==> config.mk <==
export PLATFORM = sky130hd
export DESIGN_NAME = ref_clock_in_select
export DESIGN_NICKNAME = d
export VERILOG_FILES = /design/src/design/ref_clock_in_pkg.sv /design/src/design/pin_sync.sv /design/src/design/ref_clock_in_select.sv
export SDC_FILE = /design/constraint.sdc
export NUM_CORES = 1
export LEC_CHECK = 0
export ABC_AREA = 1
export BUFFER_PORTS_ARGS = -buffer_cell sky130_fd_sc_hd__buf_4
export CORE_MARGIN = 2
export CORE_UTILIZATION = 52
export CTS_BUF_LIST = sky130_fd_sc_hd__clkbuf_16
export DETAILED_ROUTE_END_ITERATION = 10
export GPL_ROUTABILITY_DRIVEN = 1
export PLACE_DENSITY_LB_ADDON = 0.05
export SETUP_SLACK_MARGIN = 0.15
export SYNTH_ARGS = -nofsm -noshare
export SYNTH_HDL_FRONTEND = slang
export SYNTH_SLANG_ARGS = --single-unit
==> constraint.sdc <==
create_clock -name CLK -period 6.2 [get_ports CLK]
set_clock_uncertainty 0.1 [all_clocks]
set_input_delay 0.93 -clock CLK [delete_from_list [all_inputs] [get_ports CLK]]
set_output_delay 0.93 -clock CLK [all_outputs]
set_load 0.02 [all_outputs]
==> src/design/ref_clock_in_pkg.sv <==
// Constants and types shared by the reference clock select block.
package ref_clock_in_pkg;
  // Clock and reset pin timing.
  localparam int CLK_PERIOD_NS = 10;
  localparam int RESET_MIN_NS = 1000;
  localparam int RESET_MIN_CYCLES = (RESET_MIN_NS + CLK_PERIOD_NS - 1) / CLK_PERIOD_NS;
  localparam int RESET_COUNT_WIDTH = $clog2(RESET_MIN_CYCLES + 1);
  // Serial bits per parallel receive word, and half of that for the clock toggle.
  localparam int WORD_BITS = 4;
  localparam int WORD_HALF_TICKS = WORD_BITS / 2;
  // Register byte offsets.
  localparam logic [7:0] CONTROL_OFFSET = 8'h00;
  localparam logic [7:0] STATUS_OFFSET = 8'h04;
  // Control register fields.
  localparam int CTRL_FORCE_LTR_BIT = 0;
  localparam int CTRL_CAL_REQ_BIT = 1;
  localparam logic CTRL_FORCE_LTR_RESET = 1'b0;
  // Status register field positions.
  localparam int STAT_CMU_SRC_LSB = 0;
  localparam int STAT_CDR_SRC_LSB = 2;
  localparam int STAT_RATIO_LSB = 4;
  localparam int STAT_LTR_BIT = 10;
  localparam int STAT_PHASE_LSB = 11;
  localparam int STAT_PINS_LSB = 13;
  localparam int STAT_FIFO_RST_BIT = 18;
  // Mode pin positions inside the synchronized pin vector.
  localparam int PIN_COUNT = 5;
  localparam int PIN_LOOP_TIMING = 0;
  localparam int PIN_LOCK_TO_REF = 1;
  localparam int PIN_REF_RATE = 2;
  localparam int PIN_REF_SOURCE = 3;
  localparam int PIN_RESET = 4;
  localparam logic [PIN_COUNT-1:0] PIN_DEFAULT = 5'h1f;
  // Reference source codes.
  localparam logic [1:0] SRC_TX_WORD = 2'h0;
  localparam logic [1:0] SRC_REF_CLOCK = 2'h1;
  localparam logic [1:0] SRC_RECOVERED = 2'h2;
  // Multiplier ratios from reference to serial line rate.
  localparam logic [5:0] RATIO_TX_WORD = 6'h04;
  localparam logic [5:0] RATIO_REF_16 = 6'h10;
  localparam logic [5:0] RATIO_REF_32 = 6'h20;
  localparam logic [5:0] RATIO_LOOP = 6'h10;
  // Bus responses.
  localparam logic [1:0] RESP_OKAY = 2'h0;
  localparam logic [1:0] RESP_SLVERR = 2'h2;
  // Device life phases.
  typedef enum logic [1:0] {
    ST_RESET = 2'b00,
    ST_CAL = 2'b01,
    ST_RUN = 2'b10
  } phase_type;
endpackage

==> src/design/pin_sync.sv <==
// Three-stage pin synchronizer that accepts a change once stages two and three agree.
`timescale 1ns/1ps
module pin_sync
  import ref_clock_in_pkg::*;
#(
  parameter int WIDTH = PIN_COUNT,
  parameter logic [WIDTH-1:0] INIT = '1
) (
  input wire logic CLK,
  input wire logic RESET,
  input wire logic [WIDTH-1:0] PIN,
  output logic [WIDTH-1:0] SYNCED
);
  typedef struct packed {
    logic [WIDTH-1:0] s1;
    logic [WIDTH-1:0] s2;
    logic [WIDTH-1:0] s3;
    logic [WIDTH-1:0] q;
  } sync_type;

  sync_type state;
  sync_type next_state;

  // The first stage feeds only the second; filtering looks at stages two and three.
  always_comb begin
    next_state = state;
    next_state.s1 = PIN;
    next_state.s2 = state.s1;
    next_state.s3 = state.s2;
    for (int i = 0; i < WIDTH; i++) begin
      if (state.s2[i] == state.s3[i]) begin
        next_state.q[i] = state.s3[i];
      end
    end
  end

  // Reset to the pulled-up level so that an idle pin reads high from the start.
  always_ff @(posedge CLK or posedge RESET) begin
    if (RESET) begin
      state <= {INIT, INIT, INIT, INIT};
    end else begin
      state <= next_state;
    end
  end

  assign SYNCED = state.q;
endmodule // pin_sync

==> src/design/ref_clock_in_select.sv <==
// Reference clock selection, reset sequencing and receive word clock with AXI4-Lite registers.
`timescale 1ns/1ps
module ref_clock_in_select
  import ref_clock_in_pkg::*;
#(
  parameter int ADDR_WIDTH = 8
) (
  // Clock and asynchronous system reset.
  input wire logic CLK,
  input wire logic RESET,

  // Mode pins and their pad-driven flags.
  input wire logic LOOP_TIMING_SELECT_N,
  input wire logic LOCK_TO_REF_N,
  input wire logic REF_RATE_SELECT,
  input wire logic REF_SOURCE_SELECT,
  input wire logic DEVICE_RESET_N,
  input wire logic [PIN_COUNT-1:0] PIN_DRIVEN,

  // Bit ticks and the calibration answer from the analog side.
  input wire logic RX_BIT_TICK,
  input wire logic REF_BIT_TICK,
  input wire logic CMU_CAL_DONE,

  // Selection and sequencing outputs.
  output logic [1:0] CMU_REF_SOURCE,
  output logic [1:0] CDR_REF_SOURCE,
  output logic [5:0] CMU_MULT_RATIO,
  output logic CDR_LOCK_TO_REF,
  output logic FIFO_POINTER_RESET,
  output logic CONTROL_INIT,
  output logic CMU_CAL_START,
  output logic CMU_CAL_BUSY,
  output logic RX_WORD_CLOCK_OUT,

  // Register bus.
  input wire logic AWVALID,
  output logic AWREADY,
  input wire logic [ADDR_WIDTH-1:0] AWADDR,
  input wire logic WVALID,
  output logic WREADY,
  input wire logic [31:0] WDATA,
  input wire logic [3:0] WSTRB,
  output logic BVALID,
  input wire logic BREADY,
  output logic [1:0] BRESP,
  input wire logic ARVALID,
  output logic ARREADY,
  input wire logic [ADDR_WIDTH-1:0] ARADDR,
  output logic RVALID,
  input wire logic RREADY,
  output logic [31:0] RDATA,
  output logic [1:0] RRESP
);
  // Complete state of the block, registered in a single process.
  typedef struct packed {
    // Device phase and reset pin low counter.
    phase_type phase;
    logic [RESET_COUNT_WIDTH-1:0] low_count;

    // Registered selection seen by the analog paths.
    logic [1:0] cmu_source;
    logic [1:0] cdr_source;
    logic [5:0] ratio;
    logic lock_to_ref;
    logic fifo_reset;
    logic control_init;
    logic cal_start;
    logic cal_busy;

    // Receive word clock divider.
    logic tick_count;
    logic word_clock;

    // Software control bits.
    logic force_ltr;
    logic cal_request;

    // Write channel holding state.
    logic aw_full;
    logic [ADDR_WIDTH-1:0] aw_addr;
    logic w_full;
    logic [31:0] w_data;
    logic [3:0] w_strb;
    logic bvalid;
    logic [1:0] bresp;

    // Read channel answer.
    logic rvalid;
    logic [31:0] rdata;
    logic [1:0] rresp;
  } state_type;

  state_type state;
  state_type next_state;
  logic [PIN_COUNT-1:0] pin_raw;
  logic [PIN_COUNT-1:0] pin;

  // Combinational helpers.
  logic [1:0] ref_choice;
  logic word_tick;
  logic write_fire;

  // Register read views.
  logic [31:0] status_word;
  logic [31:0] control_word;

  // A pad that nobody drives reads as its pull-up level before synchronizing.
  assign pin_raw[PIN_LOOP_TIMING] = LOOP_TIMING_SELECT_N | ~PIN_DRIVEN[PIN_LOOP_TIMING];
  assign pin_raw[PIN_LOCK_TO_REF] = LOCK_TO_REF_N | ~PIN_DRIVEN[PIN_LOCK_TO_REF];
  assign pin_raw[PIN_REF_RATE] = REF_RATE_SELECT | ~PIN_DRIVEN[PIN_REF_RATE];
  assign pin_raw[PIN_REF_SOURCE] = REF_SOURCE_SELECT | ~PIN_DRIVEN[PIN_REF_SOURCE];
  assign pin_raw[PIN_RESET] = DEVICE_RESET_N | ~PIN_DRIVEN[PIN_RESET];

  // Every mode pin is synchronized, so a switched reference path never sees a runt select.
  pin_sync #(
    .WIDTH(PIN_COUNT),
    .INIT(PIN_DEFAULT)
  ) u_pin_sync (
    .CLK(CLK),
    .RESET(RESET),
    .PIN(pin_raw),
    .SYNCED(pin)
  );

  // Reference shared by the multiplier and clock recovery, before loop timing.
  always_comb begin
    if (pin[PIN_REF_SOURCE]) begin
      ref_choice = SRC_REF_CLOCK;
    end else begin
      ref_choice = SRC_TX_WORD;
    end
  end

  // Word clock source: the reference keeps the clock steady when no data arrives.
  assign word_tick = state.lock_to_ref ? REF_BIT_TICK : RX_BIT_TICK;

  // A write goes ahead only once both its address and its data are held.
  assign write_fire = state.aw_full && state.w_full && !state.bvalid;

  // Control read-back; the calibration request bit always reads zero.
  always_comb begin
    control_word = 32'h0;
    control_word[CTRL_FORCE_LTR_BIT] = state.force_ltr;
  end

  // Status word collects the live selection and the device phase.
  always_comb begin
    status_word = 32'h0;
    status_word[STAT_CMU_SRC_LSB +: 2] = state.cmu_source;
    status_word[STAT_CDR_SRC_LSB +: 2] = state.cdr_source;
    status_word[STAT_RATIO_LSB +: 6] = state.ratio;
    status_word[STAT_LTR_BIT] = state.lock_to_ref;
    status_word[STAT_PHASE_LSB +: 2] = state.phase;
    status_word[STAT_PINS_LSB +: PIN_COUNT] = pin;
    status_word[STAT_FIFO_RST_BIT] = state.fifo_reset;
  end

  // Next-state logic for the device phase, mode selection, word clock and bus slave.
  always_comb begin
    next_state = state;
    next_state.cal_start = 1'b0;
    next_state.cal_request = 1'b0;

    // The multiplier follows the shared reference unless loop timing takes over.
    next_state.cdr_source = ref_choice;
    if (!pin[PIN_LOOP_TIMING]) begin
      next_state.cmu_source = SRC_RECOVERED;
      next_state.ratio = RATIO_LOOP;
    end else begin
      next_state.cmu_source = ref_choice;
      if (!pin[PIN_REF_SOURCE]) begin
        next_state.ratio = RATIO_TX_WORD;
      end else if (pin[PIN_REF_RATE]) begin
        next_state.ratio = RATIO_REF_16;
      end else begin
        next_state.ratio = RATIO_REF_32;
      end
    end
    // Software may force reference lock in addition to the pin.
    next_state.lock_to_ref = !pin[PIN_LOCK_TO_REF] || state.force_ltr;

    // Count how long the reset pin has been low; short dips are not a reset.
    if (!pin[PIN_RESET]) begin
      if (state.low_count != RESET_COUNT_WIDTH'(RESET_MIN_CYCLES)) begin
        next_state.low_count = state.low_count + 1'b1;
      end
    end else begin
      next_state.low_count = '0;
    end

    // Device phase sequence; a long enough low on the pin wins over everything.
    unique case (state.phase)
      ST_RESET: begin
        if (pin[PIN_RESET]) begin
          next_state.phase = ST_CAL;
          next_state.cal_start = 1'b1;
        end
      end
      // Calibration ends when the multiplier reports done.
      ST_CAL: begin
        if (CMU_CAL_DONE) begin
          next_state.phase = ST_RUN;
        end
      end
      // A software request restarts calibration from run only.
      ST_RUN: begin
        if (state.cal_request) begin
          next_state.phase = ST_CAL;
          next_state.cal_start = 1'b1;
        end
      end
      default: begin
        next_state.phase = ST_RESET;
      end
    endcase

    // A full microsecond low forces the reset phase from any other phase.
    if (!pin[PIN_RESET] && state.low_count == RESET_COUNT_WIDTH'(RESET_MIN_CYCLES - 1)) begin
      next_state.phase = ST_RESET;
      next_state.cal_start = 1'b0;
    end

    // Phase outputs follow the next phase so that they switch together with it.
    next_state.fifo_reset = next_state.phase == ST_RESET;
    next_state.control_init = next_state.phase == ST_RESET;
    next_state.cal_busy = next_state.phase == ST_CAL;

    // Word clock toggles every half word, giving one period per four bit ticks.
    if (next_state.phase == ST_RESET) begin
      next_state.tick_count = 1'b0;
      next_state.word_clock = 1'b0;
    end else if (word_tick) begin
      if (state.tick_count == 1'(WORD_HALF_TICKS - 1)) begin
        next_state.tick_count = 1'b0;
        next_state.word_clock = ~state.word_clock;
      end else begin
        next_state.tick_count = state.tick_count + 1'b1;
      end
    end

    // Write address and data are taken independently and in either order.
    if (AWVALID && AWREADY) begin
      next_state.aw_full = 1'b1;
      next_state.aw_addr = AWADDR;
    end
    if (WVALID && WREADY) begin
      next_state.w_full = 1'b1;
      next_state.w_data = WDATA;
      next_state.w_strb = WSTRB;
    end
    if (write_fire) begin
      next_state.aw_full = 1'b0;
      next_state.w_full = 1'b0;
      next_state.bvalid = 1'b1;
      if (state.aw_addr[ADDR_WIDTH-1:2] == CONTROL_OFFSET[ADDR_WIDTH-1:2]) begin
        next_state.bresp = RESP_OKAY;
        if (state.w_strb[0]) begin
          next_state.force_ltr = state.w_data[CTRL_FORCE_LTR_BIT];
          next_state.cal_request = state.w_data[CTRL_CAL_REQ_BIT];
        end
      end else if (state.aw_addr[ADDR_WIDTH-1:2] == STATUS_OFFSET[ADDR_WIDTH-1:2]) begin
        next_state.bresp = RESP_OKAY;
      end else begin
        // Unmapped writes change nothing and report an error.
        next_state.bresp = RESP_SLVERR;
      end
    end else if (state.bvalid && BREADY) begin
      next_state.bvalid = 1'b0;
    end

    // Reads answer one cycle after the address is taken.
    if (ARVALID && ARREADY) begin
      next_state.rvalid = 1'b1;
      if (ARADDR[ADDR_WIDTH-1:2] == CONTROL_OFFSET[ADDR_WIDTH-1:2]) begin
        next_state.rdata = control_word;
        next_state.rresp = RESP_OKAY;
      end else if (ARADDR[ADDR_WIDTH-1:2] == STATUS_OFFSET[ADDR_WIDTH-1:2]) begin
        next_state.rdata = status_word;
        next_state.rresp = RESP_OKAY;
      end else begin
        // Unmapped reads return zero with an error.
        next_state.rdata = 32'h0;
        next_state.rresp = RESP_SLVERR;
      end
    end else if (state.rvalid && RREADY) begin
      next_state.rvalid = 1'b0;
    end
  end

  // Only constants enter under reset; the device starts in its reset phase.
  always_ff @(posedge CLK or posedge RESET) begin
    if (RESET) begin
      state <= '0;
      state.phase <= ST_RESET;
      state.cmu_source <= SRC_REF_CLOCK;
      state.cdr_source <= SRC_REF_CLOCK;
      state.ratio <= RATIO_REF_16;
      state.fifo_reset <= 1'b1;
      state.control_init <= 1'b1;
      state.force_ltr <= CTRL_FORCE_LTR_RESET;
    end else begin
      state <= next_state;
    end
  end

  // Handshake readies hold back a second request until the answer is gone.
  assign AWREADY = !state.aw_full && !state.bvalid;
  assign WREADY = !state.w_full && !state.bvalid;
  assign ARREADY = !state.rvalid;

  // Everything else leaves straight from the state flops.
  assign BVALID = state.bvalid;
  assign BRESP = state.bresp;
  assign RVALID = state.rvalid;
  assign RDATA = state.rdata;
  assign RRESP = state.rresp;

  // Selection outputs are registered, so the analog paths never see a glitch.
  assign CMU_REF_SOURCE = state.cmu_source;
  assign CDR_REF_SOURCE = state.cdr_source;
  assign CMU_MULT_RATIO = state.ratio;
  assign CDR_LOCK_TO_REF = state.lock_to_ref;

  // Sequencing and word clock outputs.
  assign FIFO_POINTER_RESET = state.fifo_reset;
  assign CONTROL_INIT = state.control_init;
  assign CMU_CAL_START = state.cal_start;
  assign CMU_CAL_BUSY = state.cal_busy;
  assign RX_WORD_CLOCK_OUT = state.word_clock;
endmodule // ref_clock_in_select

==> load_flow_metrics.sql, run 1 <==
INSERT INTO impl_metrics (metric_group, metric, value, unit) VALUES
('outcome', 'status', 'finished clean', ''),
('layout', 'layout-drive-gt1-share', '32.2', '%'),
('routing', 'wl_final', '5530', 'µm'),
('synthesis', 'synth_seq_area_share', '57.5', '%'),
('placement', 'dp.final_hpwl', '3830', 'µm'),
('floorplan', 'dieHeight', '82.8', 'µm'),
('setup_path', 'cp_max_fo', '4', ''),
('setup_path', 'timing.critical_path.to_type', 'primary output', ''),
('sta', 'worst_pin_slew', '0.888', 'ns'),
('synthesis', 'total_of_flip_flops_plus_latches_after_synthesis', '73', ''),
('clock_tree', 'cts_buf_count', '9', ''),
('grt', 'grt_max_degree', '74', ''),
('synthesis', 'syn-cell-area', '3230', 'µm²'),
('routing', 'drc', '0', ''),
('setup_path', 'timing.critical_path.from_type', 'register', ''),
('placement', 'placed_cells', '444', ''),
('clock_tree', 'post_cts_resize_count', '0', ''),
('setup_path', 'critical_path_class', 'reg -> out', ''),
('floorplan', 'num_io_pins', '129', ''),
('grt', 'sum_of_overflow_across_all_layers_after_global_routing', '0', ''),
('sta', 'final-max-slew-violation-count', '0', ''),
('routing', 'detail_route.wl_per_cell', '12.0', 'µm'),
('sta', 'fmax', '467', 'MHz'),
('clock_tree', 'postCtsSetupBuffers', '0', ''),
('synthesis', 'synth_top_cell_area_share', '38.0', '%'),
('placement', 'detailedPlace.worstSlack', '4.18', 'ns'),
('routing', 'highest_layer', 'met4', ''),
('routing', 'detail-route-antenna-nets', '0', ''),
('synthesis', 'synth_area_per_cell', '9.91', 'µm²'),
('layout', 'final_nets', '454', ''),
('worst_hold_path', 'timing.hold.worst.class', 'reg -> reg', ''),
('sta', 'finalCriticalPeriod', '2.14', 'ns'),
('pwr', 'power_density_of_the_placed_cells', '361', 'nW/µm²'),
('clock_tree', 'clk_root_buffer_cell', 'sky130_fd_sc_hd__clkbuf_16', ''),
('floorplan', 'die_w', '82.8', 'µm'),
('routing', 'first_pass_iters', '4', ''),
('routing', 'drt_iter0_drc', '119', ''),
('sta', 'period_share', '34.6', '%'),
('floorplan', 'start_util', '54.2', '%'),
('floorplan', 'core_area', '5960', 'µm²'),
('layout', 'area_added_between_synthesis_and_finish', '18.4', '%'),
('sta', 'finalHoldViolations', '0', ''),
('routing', 'via_per_inst', '4.63', ''),
('grt', 'grt_first_pass_wirelength', '9320', 'µm'),
('clock_tree', 'clock_latency', '0.32', 'ns'),
('sta', 'final.setup.tns', '0', 'ns'),
('clock_tree', 'max_root_sink_buffers', '2', ''),
('synthesis', 'yosys-top-cells-area', 'sky130_fd_sc_hd__dfrtp_1 (38%), sky130_fd_sc_hd__dfstp_2 (20%), sky130_fd_sc_hd__buf_4 (11%)', ''),
('setup_path', 'crit_required', '5.17', 'ns'),
('routing', 'met3RoutedLength', '338', 'µm'),
('placement', 'io_buffers', '68', ''),
('synthesis', 'postSynth.asyncResetShare', '100', '%'),
('synthesis', 'synth_cells', '326', ''),
('synthesis', 'post_synth_edffs', '0', ''),
('synthesis', 'synth_warn', '0', ''),
('sta', 'setup-violations-final', '0', ''),
('clock_tree', 'clkSlewWorstSetupHoldPaths', '0.05', 'ns'),
('pwr', 'peak_supply_drop', '0.274', 'mV'),
('setup_path', 'critical_path_arrival', '1.11', 'ns'),
('pwr', 'power_leakage', '2.02', 'nW'),
('clock_tree', 'cts.sink_count', '73', ''),
('routing', 'via_count', '2131', ''),
('clock_tree', 'cts_tree', 'built', ''),
('sta', 'holdWs', '0.254', 'ns'),
('placement', 'place.gp.congestion', '0.802', ''),
('sta', 'rsz0062_at_grt', 'false', ''),
('synthesis', 'synth.distinct_cells', '29', ''),
('sta', 'max-slew-margin-rel', '40.8', '%'),
('grt', 'grt_pass1_vias', '2088', ''),
('clock_tree', 'hold_buf_count_cts', '0', ''),
('synthesis', 'synth.largest_area_cell', 'sky130_fd_sc_hd__dfrtp_1', ''),
('layout', 'post-route-util', '64.2', '%'),
('sta', 'layout_setup_ws', '4.06', 'ns'),
('routing', 'm1WireLength', '2380', 'µm'),
('clock_tree', 'h-tree-depth', '3', ''),
('job', 'max-cap-violations', '0', ''),
('layout', 'antenna_cells', '0', ''),
('grt', 'antenna_found_initial', '0', ''),
('layout', 'layoutNonFillerInstCount', '460', ''),
('grt', 'grt.total_usage', '17.1', '%'),
('floorplan', 'core.rowCount', '28', ''),
('routing', 'met2RoutedLength', '2740', 'µm'),
('synthesis', 'synth_ff_type', 'sky130_fd_sc_hd__dfrtp_1', ''),
('floorplan', 'floorplan.die_area', '6860', 'µm²');
[through the flow]
stage | total power, W | area, µm²
2_1_floorplan | 0.000855 | 3310
3_3_place_gp | 0.000942 | 3570
3_5_place_dp | 0.000952 | 3570
4_1_cts | 0.00140 | 3820
5_1_grt | 0.00147 | 3820
6_report | 0.00138 | 3820
[layer usage]
layer / GRT usage (%) / up-vias
met5: 0 / -
met4: 7.60 / 0
met3: 5.07 / 7
met2: 28.5 / 66
met1: 20.5 / 998
li1: - / 1060
[placed cells by master, fill, tap and decap left out]
| master | instances |
|---|---|
| sky130_fd_sc_hd__a21boi_0 | 1 |
| sky130_fd_sc_hd__a21oi_1 | 7 |
| sky130_fd_sc_hd__and3_1 | 1 |
| sky130_fd_sc_hd__buf_4 | 69 |
| sky130_fd_sc_hd__clkbuf_16 | 9 |
| sky130_fd_sc_hd__clkinv_1 | 2 |
| sky130_fd_sc_hd__clkinv_2 | 1 |
| sky130_fd_sc_hd__clkinvlp_4 | 1 |
| sky130_fd_sc_hd__conb_1 | 23 |
| sky130_fd_sc_hd__dfrtp_1 | 49 |
| sky130_fd_sc_hd__dfstp_2 | 24 |
| sky130_fd_sc_hd__ha_1 | 2 |
| sky130_fd_sc_hd__inv_1 | 34 |
| sky130_fd_sc_hd__inv_2 | 2 |
| sky130_fd_sc_hd__maj3_1 | 5 |
| sky130_fd_sc_hd__nand2_1 | 69 |
| sky130_fd_sc_hd__nand2_2 | 3 |
| sky130_fd_sc_hd__nand2_4 | 1 |
| sky130_fd_sc_hd__nand3_1 | 23 |
| sky130_fd_sc_hd__nand3_2 | 1 |
| sky130_fd_sc_hd__nand3b_1 | 2 |
| sky130_fd_sc_hd__nand4_1 | 4 |
| sky130_fd_sc_hd__nor2_1 | 26 |
| sky130_fd_sc_hd__nor2_4 | 3 |
| sky130_fd_sc_hd__nor2_8 | 1 |
| sky130_fd_sc_hd__nor3_1 | 1 |
| sky130_fd_sc_hd__nor3b_2 | 1 |
| sky130_fd_sc_hd__o21ai_0 | 9 |
| sky130_fd_sc_hd__o21ai_2 | 7 |
| sky130_fd_sc_hd__or2_4 | 1 |
| sky130_fd_sc_hd__xnor2_1 | 2 |
| sky130_fd_sc_hd__xor2_1 | 1 |
[state kept, by name, indices dropped and copies added, names as in the netlist, 2 cells and up]
signal	cells
CMU_MULT_RATIO	3
CMU_REF_SOURCE	2
RDATA	15
state	22
u_pin_sync.SYNCED	5
u_pin_sync.next_state	10
u_pin_sync.state	5
[cells by family after synthesis]
family	after synthesis	synth area share (%)
buf+inv	81	14.9
simple gates	137	19.8
other cells	1	0.116
fa+ha+maj	7	2.32
flops	73	57.5
xor+xnor	3	0.813
compound gates	24	4.61
[cells in the mapped netlist, types with 2 or more instances]
cell type                   n
sky130_fd_sc_hd__a21oi_1    7
sky130_fd_sc_hd__buf_4     47
sky130_fd_sc_hd__dfrtp_1   49
sky130_fd_sc_hd__dfstp_2   24
sky130_fd_sc_hd__ha_1       2
sky130_fd_sc_hd__inv_1     32
sky130_fd_sc_hd__maj3_1     5
sky130_fd_sc_hd__nand2_1   69
sky130_fd_sc_hd__nand2_2    3
sky130_fd_sc_hd__nand3_1   23
sky130_fd_sc_hd__nand3b_1   2
sky130_fd_sc_hd__nand4_1    4
sky130_fd_sc_hd__nor2_1    26
sky130_fd_sc_hd__nor2_4     3
sky130_fd_sc_hd__o21ai_0    9
sky130_fd_sc_hd__o21ai_2    7
sky130_fd_sc_hd__xnor2_1    2
[final timing paths]
path | from | end | slack [ns] | cells past startpoint
worst max-delay path | BVALID | WREADY | 4.06 | 2
worst min-delay path | u_pin_sync.next_state[10] | u_pin_sync.next_state[5] | 0.25 | 0
worst max register to register | RVALID | RDATA[10] | 4.75 | 5
worst min register to register | u_pin_sync.next_state[10] | u_pin_sync.next_state[5] | 0.25 | 0
max in group asynchronous | RESET | RX_WORD_CLOCK_OUT | 4.64 | 3
min in group asynchronous | RESET | CMU_MULT_RATIO[5] | 0.77 | 3
[critical path: stages (launching register included)]
cell and delay [ns]:
sky130_fd_sc_hd__dfrtp_1 0.43, sky130_fd_sc_hd__nor2_1 0.19, sky130_fd_sc_hd__buf_4 0.17
[area by class of cell]
class	instances	area, µm²
Timing Repair Buffer	69	518
Sequential cell	73	1860
Fill cell	533	2130
Multi-Input combinational cell	194	975
Inverter	33	124
Clock buffer	9	225
Clock inverter	7	31.3
Tap cell	75	93.8
[power by group]
group / total (W) / switching, W / internal [W]
combinational: 0.000316 / 0.000196 / 0.000120
clock: 0.000443 / 0.000181 / 0.000262
sequential: 0.000623 / 0.0000571 / 0.000566
total: 0.00138 / 0.000434 / 0.000948
Power figures use the tool's default switching activity.
==> inputs of run 2 (changes only) <==
--- a/config.mk
+++ b/config.mk
@@ -8,7 +8,7 @@
 export ABC_AREA = 1
 export BUFFER_PORTS_ARGS = -buffer_cell sky130_fd_sc_hd__buf_4
 export CORE_MARGIN = 2
-export CORE_UTILIZATION = 52
+export CORE_UTILIZATION = 48
 export CTS_BUF_LIST = sky130_fd_sc_hd__clkbuf_16
 export DETAILED_ROUTE_END_ITERATION = 10
 export GPL_ROUTABILITY_DRIVEN = 1
==> constraint.sdc (replaced) <==
create_clock -name CLK -period 2.1 [get_ports CLK]
set_clock_uncertainty 0.1 [all_clocks]
set_input_delay 0.315 -clock CLK [delete_from_list [all_inputs] [get_ports CLK]]
set_output_delay 0.315 -clock CLK [all_outputs]
set_load 0.02 [all_outputs]
==> run 2 against run 1 <==
First-iteration DRC count down 37%. Worst hold slack worse by 0.25 ns. Power rose to 3.1 times the previous value. Non-clock buffer count up 1. Setup slack worse by 3.5 ns. Critical path type unchanged.
==> load_flow_metrics.sql, run 2 (synthesis gave the netlist of run 1 again) <==
INSERT INTO impl_metrics (metric_group, metric, value, unit) VALUES
('clock_tree', 'hold_buf_count_cts', '0', ''),
('setup_path', 'cp_max_fo', '4', ''),
('placement', 'dp.final_hpwl', '3870', 'µm'),
('floorplan', 'num_io_pins', '129', ''),
('clock_tree', 'post_cts_resize_count', '0', ''),
('routing', 'drc', '0', ''),
('routing', 'wl_final', '5440', 'µm'),
('layout', 'layout_common_cells', 'sky130_fd_sc_hd__nand2_1 (69), sky130_fd_sc_hd__buf_4 (69), sky130_fd_sc_hd__dfrtp_1 (49)', ''),
('job', 'max-cap-violations', '0', ''),
('clock_tree', 'postCtsSetupBuffers', '0', ''),
('clock_tree', 'cts_buf_count', '9', ''),
('floorplan', 'floorplan.die_area', '7400', 'µm²'),
('layout', 'area_added_between_synthesis_and_finish', '20.6', '%'),
('pwr', 'peak_supply_drop', '0.738', 'mV'),
('clock_tree', 'cts.sink_count', '73', ''),
('clock_tree', 'cts_tree', 'built', ''),
('layout', 'post-route-util', '60.7', '%'),
('layout', 'max_ffs_per_register', '22', ''),
('worst_hold_path', 'timing.hold.worst.class', 'in -> async', ''),
('sta', 'layout_setup_ws', '0.570', 'ns'),
('sta', 'finalCriticalPeriod', '1.53', 'ns'),
('pwr', 'swShare', '29.3', '%'),
('sta', 'period_share', '72.9', '%'),
('routing', 'drt_iter0_drc', '75', ''),
('sta', 'setup-violations-final', '0', ''),
('floorplan', 'start_util', '50.3', '%'),
('layout', 'final_nets', '455', ''),
('sta', 'finalHoldViolations', '0', ''),
('floorplan', 'dieHeight', '86.0', 'µm'),
('sta', 'final-max-slew-violation-count', '0', ''),
('grt', 'grt_first_pass_wirelength', '9000', 'µm'),
('setup_path', 'critical_path_arrival', '1.12', 'ns'),
('routing', 'first_pass_iters', '4', ''),
('sta', 'final.setup.tns', '0', 'ns'),
('floorplan', 'core_area', '6420', 'µm²'),
('layout', 'fill_cells', '556', ''),
('placement', 'place.gp.congestion', '0.776', ''),
('sta', 'fmax', '653', 'MHz'),
('pwr', 'cellInternalPower', '0.00305', 'W'),
('clock_tree', 'clkSlewWorstSetupHoldPaths', '0.05', 'ns'),
('setup_path', 'crit_required', '1.68', 'ns'),
('pwr', 'power_frac_comb', '21.8', '%'),
('layout', 'layout-drive-gt1-share', '32.4', '%'),
('clock_tree', 'max_root_sink_buffers', '2', ''),
('routing', 'detail-route-antenna-nets', '0', ''),
('placement', 'detailedPlace.worstSlack', '0.727', 'ns'),
('pwr', 'p_clk_share', '35.6', '%'),
('setup_path', 'timing.critical_path.to_type', 'primary output', ''),
('placement', 'io_buffers', '68', ''),
('layout', 'registers.top_by_ff_count', 'state', ''),
('outcome', 'status', 'finished clean', ''),
('pwr', 'power_density_of_the_placed_cells', '1110', 'nW/µm²'),
('pwr', 'power.share.sequential', '42.6', '%'),
('sta', 'rsz0062_at_grt', 'false', ''),
('clock_tree', 'clk_root_buffer_cell', 'sky130_fd_sc_hd__clkbuf_16', ''),
('grt', 'sum_of_overflow_across_all_layers_after_global_routing', '0', ''),
('clock_tree', 'clock_latency', '0.32', 'ns'),
('setup_path', 'timing.critical_path.from_type', 'register', ''),
('setup_path', 'reg2regPathDepth', '7', ''),
('routing', 'via_count', '2139', ''),
('layout', 'antenna_cells', '0', ''),
('setup_path', 'critical_path_class', 'reg -> out', ''),
('routing', 'detail_route.wl_per_cell', '11.7', 'µm'),
('grt', 'grt.total_usage', '16.0', '%'),
('grt', 'antenna_found_initial', '0', ''),
('floorplan', 'die_w', '86.0', 'µm'),
('grt', 'grt_max_degree', '74', ''),
('floorplan', 'core.rowCount', '29', ''),
('grt', 'grt_pass1_vias', '2003', ''),
('routing', 'via_per_inst', '4.62', ''),
('clock_tree', 'h-tree-depth', '3', ''),
('pwr', 'power_leakage', '2.04', 'nW'),
('pwr', 'power.switching', '0.00127', 'W');
[run 2: cell types whose count changed in the layout (fill, tap and decap cells not counted), sizes merged]
| cell | change |
|---|---|
| bufinv | +2 |
| buf | +1 |
| clkinv | -1 |
| inv | -1 |
[run 2: power groups by stage]
| stage | combinational (W) | clock (W) | sequential [W] |
|---|---|---|---|
| after CTS | 0.000961 | 0.00157 | 0.00184 |
| final | 0.000940 | 0.00154 | 0.00184 |
| after global placement | 0.000942 | 0 | 0.00185 |
| after detailed placement | 0.000959 | 0 | 0.00186 |
| after global routing | 0.00106 | 0.00164 | 0.00187 |
| after floorplan | 0.000639 | 0 | 0.00188 |
[run 2: cell type report]
| cell class | instances | area (µm²) | share of cell area [%] |
|---|---|---|---|
| Sequential cell | 73 | 1860 | 47.6 |
| Multi-Input combinational cell | 194 | 975 | 25.0 |
| Timing Repair Buffer | 70 | 538 | 13.8 |
| Clock buffer | 9 | 225 | 5.78 |
| Inverter | 33 | 128 | 3.27 |
| Tap cell | 77 | 96.3 | 2.47 |
| Clock inverter | 7 | 78.8 | 2.02 |
[run 2: metrics by stage]
stage / cell area [µm²] / cells / hold WS (ns) / total power [W]
2_1_floorplan: 3320 / 348 / 0.245 / 0.00252
3_3_place_gp: 3590 / 447 / 0.246 / 0.00280
3_5_place_dp: 3590 / 447 / 0.247 / 0.00282
4_1_cts: 3900 / 463 / 0.00244 / 0.00437
5_1_grt: 3900 / 463 / 0.0108 / 0.00457
6_report: 3900 / 463 / 0.00155 / 0.00431
[run 2: per-layer routing]
layer  vias to the layer above  routed length, µm  part of all wire, %  track usage, %
met4                         0                113                  2.1            8.66
met3                        10                424                  7.8            4.33
met5                         -                  0                    0               0
met2                        76               2480                   46            24.3
met1                       990               2420                   44            20.7
li1                       1063                  -                    -               -
[run 2: worst paths after layout]
kind	start	endpoint	slack [ns]
setup / recovery	BVALID	WREADY	0.57
setup reg to reg	state[104]	CONTROL_INIT	0.68
max in group asynchronous	RESET	u_pin_sync.next_state[9]	1.58
hold reg to reg	u_pin_sync.next_state[12]	u_pin_sync.next_state[7]	0.25
hold / removal	RESET	RDATA[14]	0.002
min in group CLK	PIN_DRIVEN[1]	u_pin_sync.next_state[11]	0.01
[run 2: worst max-delay path, stage by stage (launching register included)]
cell	delay (ns)
sky130_fd_sc_hd__dfrtp_1	0.42
sky130_fd_sc_hd__nor2_1	0.19
sky130_fd_sc_hd__buf_4	0.17
